`src/logic/scs_pkg.sv`:
```
// Constants, codes and carrier types for the system clock select block
package scs_pkg;

  // Core clock rate
  localparam int CLK_MHZ = 200;

  // Register map
  localparam logic [7:0] DIV_OFS  = 8'h95;
  localparam logic [7:0] CFG_OFS  = 8'h96;
  localparam logic [7:0] STAT_OFS = 8'h97;

  // Reset values
  localparam logic [7:0] DIV_RST  = 8'h00;
  localparam logic [7:0] CFG_RST  = 8'hff;
  localparam logic [7:0] ZERO_RD  = 8'h00;

  // Configuration byte fields
  localparam int SRC_LO_POS  = 0;
  localparam int SRC_HI_POS  = 1;
  localparam int RSVD_POS    = 2;
  localparam int RC_FULL_POS = 3;
  localparam int FILT_POS    = 4;

  // Status register fields
  localparam int ST_SRC_OK_POS  = 0;
  localparam int ST_ACTIVE_POS  = 1;
  localparam int ST_FILT_POS    = 2;
  localparam int ST_RC_HALF_POS = 3;
  localparam int ST_SRC_LO_POS  = 4;
  localparam int ST_SRC_HI_POS  = 5;
  localparam int ST_PEND_POS    = 6;
  localparam int ST_RUN_POS     = 7;

  // Filter settle time: least time, rounded up
  localparam int FILT_NS  = 20;
  localparam int FILT_CYC = (FILT_NS * CLK_MHZ + 999) / 1000;

  // Oscillator loss timeout: longest time, rounded down
  localparam int OSC_TIMEOUT_NS  = 1000;
  localparam int OSC_TIMEOUT_CYC = (OSC_TIMEOUT_NS * CLK_MHZ) / 1000;

  // Oscillator source codes
  typedef enum logic [1:0] {
    SRC_EXT  = 2'b00,
    SRC_XTAL = 2'b01,
    SRC_RSVD = 2'b10,
    SRC_RC   = 2'b11
  } scs_src_t;

  // Register port request
  typedef struct packed {
    logic       wr;
    logic       rd;
    logic [7:0] addr;
    logic [7:0] wdata;
  } scs_bus_req_t;

  // Decoded clock configuration
  typedef struct packed {
    logic     filt_en;
    logic     rc_full;
    scs_src_t src;
  } scs_clk_cfg_t;

endpackage

```
`src/logic/scs_in_filter.sv`:
```
// Glitch filter for the crystal input clock path
`timescale 1ns/100ps
module scs_in_filter
#(
  parameter int STABLE_CYC = scs_pkg::FILT_CYC
)
(
  input  wire logic clk,
  input  wire logic rst,
  input  wire logic ce,
  input  wire logic en,
  input  wire logic raw,
  output logic      filt
);

  import scs_pkg::*;

  localparam int CW = $clog2(STABLE_CYC + 1);

  logic [CW-1:0] cnt_q;
  logic          out_q;

  // With en high, level moves only after STABLE_CYC samples that disagree with it; with en low it follows raw
  always_ff @(posedge clk or posedge rst)
  begin
    if (rst)
    begin
      cnt_q <= '0;
      out_q <= 1'b0;
    end
    else if (ce)
    begin
      if (!en)
      begin
        cnt_q <= '0;
        out_q <= raw;
      end
      else if (raw == out_q)
        cnt_q <= '0;
      else if (cnt_q == CW'(STABLE_CYC - 1))
      begin
        cnt_q <= '0;
        out_q <= raw;
      end
      else
        cnt_q <= cnt_q + 1'b1;
    end
  end

  assign filt = out_q;

endmodule

```
`src/logic/scs_clk_div.sv`:
```
// Programmable divider from oscillator clock to system clock
`timescale 1ns/100ps
module scs_clk_div
#(
  parameter int DW = 8
)
(
  input  wire logic          clk,
  input  wire logic          rst,
  input  wire logic          ce,
  input  wire logic          run,
  input  wire logic          osc_lvl,
  input  wire logic          osc_rise,
  input  wire logic [DW-1:0] div_val,
  output logic               wrap,
  output logic               out_clk
);

  logic [DW-1:0] cnt_q;
  logic          half_q;

  // Zero passes through; N toggles every N+1 rises, period 2(N+1)
  always_ff @(posedge clk or posedge rst)
  begin
    if (rst)
    begin
      cnt_q  <= '0;
      half_q <= 1'b0;
    end
    else if (ce)
    begin
      if (!run)
      begin
        cnt_q  <= '0;
        half_q <= 1'b0;
      end
      else if (div_val == '0)
      begin
        cnt_q  <= '0;
        half_q <= osc_lvl;
      end
      else if (osc_rise)
      begin
        if (cnt_q >= div_val)
        begin
          cnt_q  <= '0;
          half_q <= ~half_q;
        end
        else
          cnt_q <= cnt_q + 1'b1;
      end
    end
  end

  // End of a whole output period, safe point to change the divisor
  assign wrap = osc_rise &
                ((div_val == '0) | ((cnt_q >= div_val) & half_q));
  assign out_clk = half_q;

endmodule

```
`src/logic/scs_clock_select.sv`:
```
// System clock source select, RC halving, input filter and divider
`timescale 1ns/100ps

module scs_clock_select
#(
  parameter int DIV_W      = 8,
  parameter int FILT_STAB  = scs_pkg::FILT_CYC,
  parameter int OSC_TO_CYC = scs_pkg::OSC_TIMEOUT_CYC
)
(
  input  wire logic                  core_clk,
  input  wire logic                  sys_rst,
  input  wire logic                  clk_en,
  input  wire logic [7:0]            cfg_nv,
  input  wire logic                  rc_osc,
  input  wire logic                  crystal_input_pin,
  input  wire scs_pkg::scs_bus_req_t bus_req,
  output logic [7:0]                 bus_rdata,
  output logic                       crystal_output_pin,
  output logic                       crystal_output_oe,
  output logic                       rc_osc_enable,
  output logic                       osc_clk,
  output logic                       sys_clk,
  output logic                       sys_clk_rise,
  output logic                       osc_active
);

  import scs_pkg::*;

  // Idle counter saturates, so a long stall never wraps back to active
  localparam int TW = $clog2(OSC_TO_CYC + 1);

  typedef enum {
    ST_LOAD,
    ST_RUN
  } scs_state_t;

  scs_state_t   state_q;
  logic [7:0]   cfg_q;
  scs_clk_cfg_t ccfg;
  logic [DIV_W-1:0] div_q;
  logic [DIV_W-1:0] div_act_q;
  logic         div_pend_q;
  logic         rc_q;
  logic         rc_half_q;
  logic         xin_filt;
  logic         osc_sel_d;
  logic         osc_q;
  logic         osc_rise;
  logic         run;
  logic         div_wrap;
  logic         div_clk;
  logic [TW-1:0] idle_cnt_q;
  logic [7:0]   stat;
  logic         wr_div;
  logic         rc_sel;
  logic         xtal_sel;

  // Configuration byte starts unprogrammed, then loads after reset
  // A later change on cfg_nv needs a fresh reset to take effect
  always_ff @(posedge core_clk or posedge sys_rst)
  begin
    if (sys_rst)
    begin
      state_q <= ST_LOAD;
      cfg_q   <= CFG_RST;
    end
    else if (clk_en)
    begin
      case (state_q)
        ST_LOAD:
        begin
          cfg_q   <= cfg_nv;
          state_q <= ST_RUN;
        end
        ST_RUN:
          state_q <= ST_RUN;
        default:
          state_q <= ST_LOAD;
      endcase
    end
  end

  assign run = (state_q == ST_RUN);

  // Bit 2 is never decoded, so it cannot affect selection
  always_comb
  begin
    ccfg.src     = scs_src_t'({cfg_q[SRC_HI_POS], cfg_q[SRC_LO_POS]});
    ccfg.rc_full = cfg_q[RC_FULL_POS];
    ccfg.filt_en = cfg_q[FILT_POS];
  end

  // RC sample and divide-by-two path
  // RC must stay below half of core_clk or its edges are missed
  always_ff @(posedge core_clk or posedge sys_rst)
  begin
    if (sys_rst)
    begin
      rc_q      <= 1'b0;
      rc_half_q <= 1'b0;
    end
    else if (clk_en)
    begin
      rc_q <= rc_osc;
      if (rc_osc && !rc_q)
        rc_half_q <= ~rc_half_q;
    end
  end

  // Filter sits only on the crystal input path
  scs_in_filter #(
    .STABLE_CYC (FILT_STAB)
  ) u_filt (
    .clk  (core_clk),
    .rst  (sys_rst),
    .ce   (clk_en),
    .en   (ccfg.filt_en),
    .raw  (crystal_input_pin),
    .filt (xin_filt)
  );

  // Source selection; reserved code gives no clock at all
  always_comb
  begin
    osc_sel_d = 1'b0;
    case (ccfg.src)
      SRC_RC:
        osc_sel_d = ccfg.rc_full ? rc_q : rc_half_q;
      SRC_XTAL:
        osc_sel_d = xin_filt;
      SRC_EXT:
        osc_sel_d = xin_filt;
      SRC_RSVD:
        osc_sel_d = 1'b0;
      default:
        osc_sel_d = 1'b0;
    endcase
  end

  always_ff @(posedge core_clk or posedge sys_rst)
  begin
    if (sys_rst)
      osc_q <= 1'b0;
    else if (clk_en)
      osc_q <= run & osc_sel_d;
  end

  assign osc_rise = run & osc_sel_d & ~osc_q;
  assign osc_clk  = osc_q;

  // One decode feeds both enables, so they can never overlap
  assign rc_sel   = run & (ccfg.src == SRC_RC);
  assign xtal_sel = run & (ccfg.src == SRC_XTAL);

  // Oscillator drivers follow the selected source
  always_ff @(posedge core_clk or posedge sys_rst)
  begin
    if (sys_rst)
    begin
      rc_osc_enable      <= 1'b0;
      crystal_output_oe  <= 1'b0;
      crystal_output_pin <= 1'b0;
    end
    else if (clk_en)
    begin
      rc_osc_enable      <= rc_sel;
      // External clock mode leaves the output pin undriven
      crystal_output_oe  <= xtal_sel;
      crystal_output_pin <= xtal_sel & ~crystal_input_pin;
    end
  end

  // Loss detector: no selected edge within the timeout means idle
  // Only presence of edges is judged, never their rate
  always_ff @(posedge core_clk or posedge sys_rst)
  begin
    if (sys_rst)
    begin
      idle_cnt_q <= TW'(OSC_TO_CYC);
      osc_active <= 1'b0;
    end
    else if (clk_en)
    begin
      if (osc_rise)
        idle_cnt_q <= '0;
      else if (idle_cnt_q != TW'(OSC_TO_CYC))
        idle_cnt_q <= idle_cnt_q + 1'b1;
      osc_active <= osc_rise | (idle_cnt_q < TW'(OSC_TO_CYC - 1));
    end
  end

  // Divider register and software access
  // Reads see a new value at once, even before the divider uses it
  assign wr_div = bus_req.wr & (bus_req.addr == DIV_OFS);

  always_ff @(posedge core_clk or posedge sys_rst)
  begin
    if (sys_rst)
      div_q <= DIV_W'(DIV_RST);
    else if (clk_en && wr_div)
      div_q <= bus_req.wdata[DIV_W-1:0];
  end

  // New divisor waits for a period boundary so no runt pulse appears
  always_ff @(posedge core_clk or posedge sys_rst)
  begin
    if (sys_rst)
    begin
      div_act_q  <= DIV_W'(DIV_RST);
      div_pend_q <= 1'b0;
    end
    else if (clk_en)
    begin
      if (!run || !osc_active || div_wrap)
      begin
        div_act_q  <= wr_div ? bus_req.wdata[DIV_W-1:0] : div_q;
        div_pend_q <= 1'b0;
      end
      else if (wr_div)
        div_pend_q <= 1'b1;
    end
  end

  scs_clk_div #(
    .DW (DIV_W)
  ) u_div (
    .clk      (core_clk),
    .rst      (sys_rst),
    .ce       (clk_en),
    .run      (run),
    .osc_lvl  (osc_q),
    .osc_rise (osc_rise),
    .div_val  (div_act_q),
    .wrap     (div_wrap),
    .out_clk  (div_clk)
  );

  // System clock regenerated as a registered level and rise pulse
  always_ff @(posedge core_clk or posedge sys_rst)
  begin
    if (sys_rst)
    begin
      sys_clk      <= 1'b0;
      sys_clk_rise <= 1'b0;
    end
    else if (clk_en)
    begin
      sys_clk      <= div_clk;
      sys_clk_rise <= div_clk & ~sys_clk;
    end
  end

  // Status view of the block's own state
  // Pending bit shows a divisor written but not yet in use
  always_comb
  begin
    stat                 = ZERO_RD;
    stat[ST_SRC_OK_POS]  = (ccfg.src != SRC_RSVD);
    stat[ST_ACTIVE_POS]  = osc_active;
    stat[ST_FILT_POS]    = ccfg.filt_en;
    stat[ST_RC_HALF_POS] = (ccfg.src == SRC_RC) & ~ccfg.rc_full;
    stat[ST_SRC_LO_POS]  = cfg_q[SRC_LO_POS];
    stat[ST_SRC_HI_POS]  = cfg_q[SRC_HI_POS];
    stat[ST_PEND_POS]    = div_pend_q;
    stat[ST_RUN_POS]     = run;
  end

  // Read data valid only in the cycle after the strobe
  // Clock enable low holds the read slot as well
  always_ff @(posedge core_clk or posedge sys_rst)
  begin
    if (sys_rst)
      bus_rdata <= ZERO_RD;
    else if (clk_en)
    begin
      bus_rdata <= ZERO_RD;
      if (bus_req.rd)
      begin
        case (bus_req.addr)
          DIV_OFS:
            bus_rdata <= 8'(div_q);
          CFG_OFS:
            bus_rdata <= cfg_q;
          STAT_OFS:
            bus_rdata <= stat;
          default:
            bus_rdata <= ZERO_RD;
        endcase
      end
    end
  end

endmodule

```
`config.mk`:
```
export PLATFORM = sky130hd
export DESIGN_NAME = scs_clock_select
export DESIGN_NICKNAME = d
export VERILOG_FILES = /design/src/logic/scs_pkg.sv /design/src/logic/scs_in_filter.sv /design/src/logic/scs_clk_div.sv /design/src/logic/scs_clock_select.sv
export SDC_FILE = /design/constraint.sdc
export NUM_CORES = 1
export LEC_CHECK = 0
export ABC_AREA = 1
export BUFFER_PORTS_ARGS = -buffer_cell sky130_fd_sc_hd__buf_2
export CORE_AREA = 8 8 87 89
export DETAILED_ROUTE_END_ITERATION = 12
export DIE_AREA = 0 0 95 97
export HOLD_SLACK_MARGIN = 0.06
export PLACE_DENSITY = 0.8
export SYNTH_ARGS = -nofsm -noshare
export SYNTH_HDL_FRONTEND = slang
export SYNTH_SLANG_ARGS = --single-unit
```
`constraint.sdc`:
```
create_clock -name core_clk -period 2.1 [get_ports core_clk]
set_input_delay 0.105 -clock core_clk [delete_from_list [all_inputs] [get_ports core_clk]]
set_output_delay 0.105 -clock core_clk [all_outputs]
set_load 0.02 [all_outputs]
```
### After elaboration in Yosys (flattened, before gate mapping)

Cells that the tools add are included.

* $add $sub $neg: 3
* multipliers: 0
* divide/modulo/power cells: 0
* $lt $le $gt $ge: 2
* eq/ne operators: 16
* shift operators: 0
* muxes and demuxes: 24
* bitwise logic cells: 18
* reductions and logical operators: 22

Operator list (count)
* $mux 8: 8
* $eq 32x1->1 const B: 1
* $eq 32x2->1 const B: 1
* $logic_not 32->1: 1
* $eq 8x8->1 const B: 3
* $pmux 8 s3: 1
* $add 8x1->8 const B: 2
* $reduce_and 2->1: 6
* $mux 1: 11
* $and 1x1->1: 10
* $mux 3: 3
* $ge 8x8->1: 1
* $logic_not 8->1: 1
* $lt 8x8->1 const B: 1
* $ne 8x8->1 const B: 1
* $not 1->1: 6
* $reduce_and 3->1: 2
* $eq 2x2->1 const B: 2
* $ne 2x2->1 const B: 2
* $reduce_bool 2->1: 2
* $reduce_or 2->1: 2
* $add 3x1->3 const B: 1
* $eq 3x2->1 const B: 1
* $logic_not 1->1: 3
* other kinds (10): 13

* register bits after elaboration: 95
* latch bits: 0
* bits in writable memories: 0
* bits in read-only memories: 0
* input port bits: 31
* output and inout port bits: 15
* word-level logic and storage cells: 105
* memories: 0

### Logic depth before layout (Yosys ltp)

Gate-level depths: netlist of the first run.

* depth after elaboration: 9
* mapped depth: 16
* gate-level depth less buffers: 16

### By module

A second synthesis of the first run with hierarchy kept.

* cell total of the unflattened synthesis: 501
* area, all modules: 3732.3 um^2

Modules (own cells, without submodules)
* scs_clock_select: instances 1, cells an instance 342, area each 2656.3 um^2, seq. area each 1290.0 um^2
* scs_clk_div: instances 1, cells an instance 128, area each 852.1 um^2, seq. area each 225.2 um^2
* scs_in_filter: instances 1, cells an instance 31, area each 224.0 um^2, seq. area each 100.1 um^2

### Worst setup path after synthesis of the first run

Ideal clock, no wire load.

* path kind: flip-flop to flip-flop
* from: register u_div.cnt_q[3]
* to: register div_act_q[0]
* setup time: 0.117 ns
* arrival: 1.502 ns
* required time: 1.983 ns
* setup slack: 0.482 ns
* stages on the path, launching flop included: 15
* path buffers: 0
* period minus slack after synthesis: 1.618 ns
* cell sequence: dfrtp_1 ha_1 nand2_1 nor2_1 nor2_1 nand2_1 nand2_1 nand2_1 nand2_1 nand2_1 nand2_2 nand2_4 nand2_4 nand2_1 nand2_1

* cells in the longest elaborated chain, start to end: 6

RTL lines
* start, declared: RTL line scs_clk_div.sv:19 `logic [DW-1:0] cnt_q;`
* start signal, assigned: RTL line scs_clk_div.sv:50 `cnt_q <= cnt_q + 1'b1;`
* $ge 8x8->1: RTL line scs_clk_div.sv:57 `((div_val == '0) | ((cnt_q >= div_val) & half_q));`
* $and 1x1->1: RTL line scs_clk_div.sv:57
* $or 1x1->1: RTL line scs_clk_div.sv:57
* $and 1x1->1: RTL line scs_clk_div.sv:56 `assign wrap = osc_rise &`
* $logic_or 1x1->1: RTL line scs_clock_select.sv:215 `if (!run || !osc_active || div_wrap)`
* $reduce_and 2->1 (no source line)
* end signal, assigned: RTL line scs_clock_select.sv:210 `div_act_q <= DIV_W'(DIV_RST);`
* end signal, assigned: RTL line scs_clock_select.sv:217 `div_act_q <= wr_div ? bus_req.wdata[DIV_W-1:0] : div_q;`
* end, declared: RTL line scs_clock_select.sv:42 `logic [DIV_W-1:0] div_act_q;`

Every way passes these cells.
A chain may end at the register's enable or synchronous reset.

### Final worst setup path of the first run

* from: register u_div.cnt_q[3]
* to: register div_act_q[5]

Same word-level chain as after synthesis.

==> results.toml, run 1 <==
[drt]
vias_per_cell = 5.104
drtAntennaViolNets = 0
drt-total-wl_um = 7981
dr.pass1.iters = 4
drtIter0Drc = 121
routedWlPerCell_um = 13.32
via_count = 3057
drc = 0

[power_and_ir_drop]
peakVddDrop_mv = 0.6318
leakagePower_nw = 2.224
cellPowerDensity_nw_per_um2 = 723.1

[sta]
post-route-min-period_ns = 1.855
setup-violations-final = 0
slew_headroom = 0.4872
tns_ns = 0
post-route-period-util = 0.8831
tightest_slew_ns = 0.7680
rsz0062_at_grt = "no"
fmax_mhz = 539.2
clock_skew_ns = 0.01127
final_hold_viol_count = 0
finalMaxSlewViolations = 0

[placement]
port_buffers = 45
gp_congestion = 0.8769
hpwl_um = 5923
dp_cells = 563

[grt]
antenna_found_initial = 0
grt_pass1_wl_um = 13740
grt_pass1_vias = 3052
grt_max_degree = 38
grt_usage = 0.1859
grt_overflow_total = 0

[cts]
clock-sinks = 64
postCtsSetupBuffers = 0
clkSlewWorstSetupHoldPaths_ns = 0.08
cts_max_level = 3
cts_tree = "built"
clockRootBuffer = "clkbuf_8"
cts_resized = 0
clk_latency_ns = 0.34
numCtsBuffers = 9
ctsHoldBuffers = 20
clk_path_buf_depth = 2

[critical_path]
cp_data_required_time_ns = 2.32
crit_cells = 14
reg2reg_depth = 14
startpoint_type = "flip-flop"
cp_slowest_cell = "dfrtp_1"
crit_buf_inv = 0
worst_path_dominant_cell_family = "simple AND/OR/NAND/NOR gates"
worstPathArrival_ns = 2.08
crit_fanout = 10
crit_top_cell = "nand2_1"
path_cells = "ha_1 > nand2_1 > nor2_1 > nor2_1 > nand2_1 > nand2_1 > nand2_1 > nand2_1 > nand2_1 > nand2_2 > nand2_4 > nand2_4 > nand2_1 > nand2_1"
critPathMaxStageDelay_ns = 0.43
crit_type = "flip-flop to flip-flop"
crit_path_end_kind = "flip-flop"

[floorplanning]
chipWidth_um = 95
pin_count = 46
num_rows = 29
initial_utilization = 0.5681
die-area_um2 = 9215
die_h_um = 97
coreArea_um2 = 6205

[status]
status = "complete, no violations"

[logic_synthesis]
yosys-top-cells-area = "dfrtp_1 38%, nand2_1 15%, dfstp_2 8.2%"
syn-cell-area_um2 = 3525
synth.area.mux_share = 0.01597
synth.top_cell.area_share = 0.3763
synth_top_family_by_area = "simple AND/OR/NAND/NOR gates"
syn_avg_cell_area_um2 = 7.903
synth_flop_cell = "dfrtp_1"
synthArstFlopShare = 1.000
synth.distinct_cells = 41
ys.warnings.count = 0
synth_top_area_cell = "dfrtp_1"
synth_compound_area_frac = 0.09514
synth_edf_count = 0
synth_xor_area_frac = 0.02236
synth_fp_nets = 489
ys_seq_area_frac = 0.4583
ys_ff_latch = 64
synth_adder_area_share = 0.04260
synth-simple-area-share = 0.2861
synthCells = 446

[finish]
drive_gt1_frac = 0.2050
multi_input_area_um2 = 1629
register_area_um2 = 1615
layout_commonest_cell = "nand2_1"
final_cell_mix = "140 x nand2_1, 53 x inv_1, 53 x dfrtp_1, 45 x buf_2, 35 x nor2_1"
num_antenna_cells = 0
layout.nets = 560
area_delta_synth_final_pct = 20.06
final_cell_count_no_fill = 599
fillers = 493

[hold_path]
min_path_cells = 3
hp-class = "primary input to flip-flop"

[flow_run]
max_cap_violations = 0
==> worst paths after layout <==
kind / start / slack, ns / end
max: u_div.cnt_q[3]$_DFFE_PP0P_ / 0.25 / div_act_q[5]$_DFFE_PP0P_
min: clk_en / 0.22 / sys_clk$_DFFE_PP0P_
max reg2reg: u_div.cnt_q[3]$_DFFE_PP0P_ / 0.25 / div_act_q[5]$_DFFE_PP0P_
min reg2reg: bus_rdata[0]$_DFFE_PP0P_ / 0.47 / bus_rdata[0]$_DFFE_PP0P_
max in group asynchronous: sys_rst / 0.99 / div_q[4]$_DFFE_PP0P_
min in group asynchronous: sys_rst / 0.44 / rc_q$_DFFE_PP0P_
==> cell type report <==
| cell class | count | share of cell area |
|---|---|---|
| clock buffer | 12 | 0.03666 |
| clock inverter | 4 | 0.01212 |
| timing repair buffer | 71 | 0.1112 |
| multi-input combinational | 314 | 0.3850 |
| sequential | 64 | 0.3817 |
| inverter | 57 | 0.05056 |
| tap | 77 | 0.02277 |
==> synth_stat cells, types with 3 or more instances <==
cell,n
o21ai_0,18
a21oi_1,12
buf_2,4
nor2_2,3
nand4_1,5
dfrtp_1,53
o21ai_2,6
o21ai_1,8
xnor2_1,3
o211ai_1,4
dfstp_2,11
nand2_2,3
nor3_1,6
mux2_2,5
nand2_1,140
ha_1,12
nor2_1,35
nand3_1,32
xor2_1,6
inv_1,54
==> flip-flops by register name, summed over array words and instances (netlist names), 3 cells and up <==
register	flops
u_div.cnt_q	8
div_act_q	8
u_filt.cnt_q	3
idle_cnt_q	8
cfg_q	8
bus_rdata	8
div_q	8
==> logic make-up (layout without fill, tap and decap cells) <==
group / count (synthesis) / count (layout)
adder cells (fa/ha/maj): 12 / 12
XOR/XNOR: 9 / 9
AND/OR/NAND/NOR: 233 / 233
flip-flops: 64 / 64
buffers and inverters: 68 / 144
multiplexers: 5 / 5
AO/OA/AOI/OAI: 55 / 55
==> worst reg2reg max path, delay by kind of cell (launching register included) <==
kind / cells / cell delay, ns
flops: 1 / 0.43
fa+ha+maj: 1 / 0.32
simple gates: 13 / 1.00
==> per-stage QoR <==
stage	setup slack (ns)	hold slack (ns)	instance area [um2]	total power, mW	utilization
floorplan	0.4151	0.2128	3525	1.812	-
global placement	0.3510	0.2861	3825	1.923	0.6165
detailed placement	0.2491	0.2824	3825	1.951	0.6165
CTS	0.2396	0.2075	4232	3.084	0.6820
global route	0.06082	0.2436	4232	3.217	0.6820
finish	0.2454	0.2169	4232	3.060	0.6820
==> where the power goes <==
group,total (mW),internal (mW),switching [mW]
Sequential,1.45,1.35,0.103
Clock,1.10,0.616,0.482
Combinational,0.513,0.224,0.290
Total,3.06,2.18,0.875
==> per-layer routing <==
metal  GRT usage  wire length [um]  vias up
met1      0.2271              3475     1412
met2      0.3057              4027       69
met5           0                 0        -
met3     0.05178               372       12
li1            -                 -     1564
met4     0.06010               106        0
Power figures use the tool's default switching activity.
==> run 2, diff against run 1 <==
--- a/config.mk
+++ b/config.mk
@@ -7,9 +7,12 @@
 export LEC_CHECK = 0
 export ABC_AREA = 1
 export BUFFER_PORTS_ARGS = -buffer_cell sky130_fd_sc_hd__buf_2
-export CORE_AREA = 8 8 87 89
+export CELL_PAD_IN_SITES_DETAIL_PLACEMENT = 1
+export CELL_PAD_IN_SITES_GLOBAL_PLACEMENT = 2
+export CORE_AREA = 8 8 111 113
+export CTS_BUF_LIST = sky130_fd_sc_hd__clkbuf_8 sky130_fd_sc_hd__clkbuf_16
 export DETAILED_ROUTE_END_ITERATION = 12
-export DIE_AREA = 0 0 95 97
+export DIE_AREA = 0 0 119 121
 export HOLD_SLACK_MARGIN = 0.06
 export PLACE_DENSITY = 0.8
 export SYNTH_ARGS = -nofsm -noshare
==> run 2 against run 1 <==
Against the previous run: sequential cell count is the same; power grew 0.49%; fmax grew 0.72%; final cell count grew 10%; worst hold slack lost 0.12 ns; global-route usage shrank 4.7 points; sequential share of layout area shrank 0.70 points; register-to-register slack is essentially flat.
==> results.toml, run 2 (synthesis results as in run 1) <==
[grt]
grt_usage = 0.1388
grt_pass1_wl_um = 16530
grt_pass1_vias = 3429
grt_max_degree = 45
antenna_found_initial = 0
grt_overflow_total = 0

[sta]
setup-violations-final = 0
tightest_slew_ns = 0.5042
clock_skew_ns = 0.01085
slew_headroom = 0.6626
finalMaxSlewViolations = 0
post-route-min-period_ns = 1.841
final_hold_viol_count = 0
rsz0062_at_grt = "no"
tns_ns = 0
holdWs_ns = 0.09611
post-route-period-util = 0.8768
fmax_mhz = 543.1

[critical_path]
r2r-end = "div_act_q[2]$_DFFE_PP0P_"
worstSetupStartpoint = "u_div.cnt_q[3]$_DFFE_PP0P_"
crit_path_end_kind = "flip-flop"
crit_top_cell = "nand2_1"
cp_data_required_time_ns = 2.32
path_cells = "ha_1 > nand2_1 > nor2_1 > nor2_1 > nand2_1 > nand2_1 > nand2_1 > nand2_1 > nand2_1 > nand2_2 > nand2_4 > nand2_4 > nand2_1 > nand2_1"
startpoint_type = "flip-flop"
worstPathArrival_ns = 2.06
reg2reg_depth = 14
crit_fanout = 10
rrSetupSlack_ns = 0.26
critPathMaxStageDelay_ns = 0.44
crit_type = "flip-flop to flip-flop"
cp_slowest_cell = "dfrtp_2"
endpoint = "div_act_q[2]$_DFFE_PP0P_"
r2r-start = "u_div.cnt_q[3]$_DFFE_PP0P_"

[floorplanning]
coreArea_um2 = 10600
initial_utilization = 0.3324
die-area_um2 = 14400
num_rows = 38
chipWidth_um = 119
pin_count = 46
die_h_um = 121

[finish]
layout_commonest_cell = "nand2_1"
num_antenna_cells = 0
multi_input_area_um2 = 1634
drive_gt1_frac = 0.2096
fillers = 1319
layout.nets = 558
area_delta_synth_final_pct = 22.40
final_cell_mix = "139 x nand2_1, 54 x inv_1, 52 x dfrtp_1, 45 x buf_2, 34 x nor2_1"
register_area_um2 = 1617

[power_and_ir_drop]
cellPowerDensity_nw_per_um2 = 712.7
seqPwrFrac = 0.473
peakVddDrop_mv = 0.3081
leakagePower_nw = 2.229
switching_share = 0.2826
p_int_mw = 2.206
switching_power_mw = 0.8690
p_clk_frac = 0.360
combPwrFrac = 0.166

[cts]
clock-sinks = 64
numCtsBuffers = 9
clk_latency_ns = 0.34
clkSlewWorstSetupHoldPaths_ns = 0.07
clockRootBuffer = "clkbuf_8"
clk_path_buf_depth = 2
cts_max_level = 3
cts_tree = "built"

[drt]
routedWlPerCell_um = 14.00
drtIter0Drc = 72
via_count = 3078
drc = 0
drt-total-wl_um = 9240
dr.pass1.iters = 4
drtAntennaViolNets = 0
vias_per_cell = 4.664

[hold_path]
hp-class = "primary input to flip-flop"

[flow_run]
max_cap_violations = 0

[placement]
port_buffers = 45
gp_congestion = 0.7840
hpwl_um = 6964

[status]
status = "complete, no violations"
## run 2: changes by cell type in the layout (fill, tap and decap cells not counted), sizes merged
| cell | before | now |
|---|---|---|
| buf | 51 | 50 |
| clkinv | 2 | 3 |
| clkinvlp | 1 | 0 |
| dlygate4sd3 | 20 | 19 |
## run 2: power by group through the flow
stage	clock network [mW]	logic, mW	registers, mW
3_3_place_gp	0	0.474	1.47
6_report	1.11	0.512	1.46
3_5_place_dp	0	0.493	1.48
4_1_cts	1.16	0.522	1.46
2_1_floorplan	0	0.355	1.46
5_1_grt	1.20	0.608	1.47
## run 2: worst min path at each step
| stage | startpoint | to | slack [ns] | cells past startpoint |
|---|---|---|---|---|
| floorplan | crystal_input_pin | crystal_output_pin$_DFFE_PP0P_ | 0.21 | 1 |
| global placement | sys_rst | sys_clk$_DFFE_PP0P_ | 0.15 | 2 |
| detailed placement | sys_rst | sys_clk_rise$_DFFE_PP0P_ | 0.15 | 2 |
| CTS | bus_req[16] | bus_rdata[6]$_DFFE_PP0P_ | 0.08 | 3 |
| global route | bus_req[16] | bus_rdata[7]$_DFFE_PP0P_ | 0.11 | 3 |
| finish | bus_req[16] | bus_rdata[4]$_DFFE_PP0P_ | 0.1 | 3 |
## run 2: what timing repair did
item | 4_1_cts | 5_1_grt
setup buffers | 0 | 0
resized for setup | 0 | 3
endpoints found under the hold margin | 36 | 0
setup endpoints to repair | 0 | 5
hold buffers | 19 | 0
## run 2: final cells by class
type / instances / share of cell area
clock buffers: 12 / 0.03828
well taps: 140 / 0.04060
flip-flops and latches: 64 / 0.3747
repair buffers: 69 / 0.1079
multi-input cells: 314 / 0.3788
clock inverters: 4 / 0.01015
inverters: 57 / 0.04959
## run 2: routing by layer
metal | wire length [um] | GRT usage
met1 | 4257 | 0.1745
met2 | 4649 | 0.2371
met3 | 261 | 0.03211
met4 | 72 | 0.03083
met5 | 0 | 0
## run 2: through the flow
stage | cells | util | area, um2 | setup WS, ns | power, mW
2_1_floorplan | 446 | - | 3525 | 0.4151 | 1.812
3_3_place_gp | 625 | 0.3687 | 3909 | 0.2705 | 1.948
3_5_place_dp | 625 | 0.3687 | 3909 | 0.2191 | 1.969
4_1_cts | 660 | 0.4063 | 4308 | 0.2175 | 3.140
5_1_grt | 660 | 0.4069 | 4314 | 0.003068 | 3.274
6_report | 660 | 0.4069 | 4314 | 0.2587 | 3.075
## run 2: worst max-delay path: cells and delay by family (launching register included)
| family | cells | cell delay [ns] |
|---|---|---|
| flops | 1 | 0.44 |
| fa+ha+maj | 1 | 0.31 |
| simple gates | 13 | 1.00 |
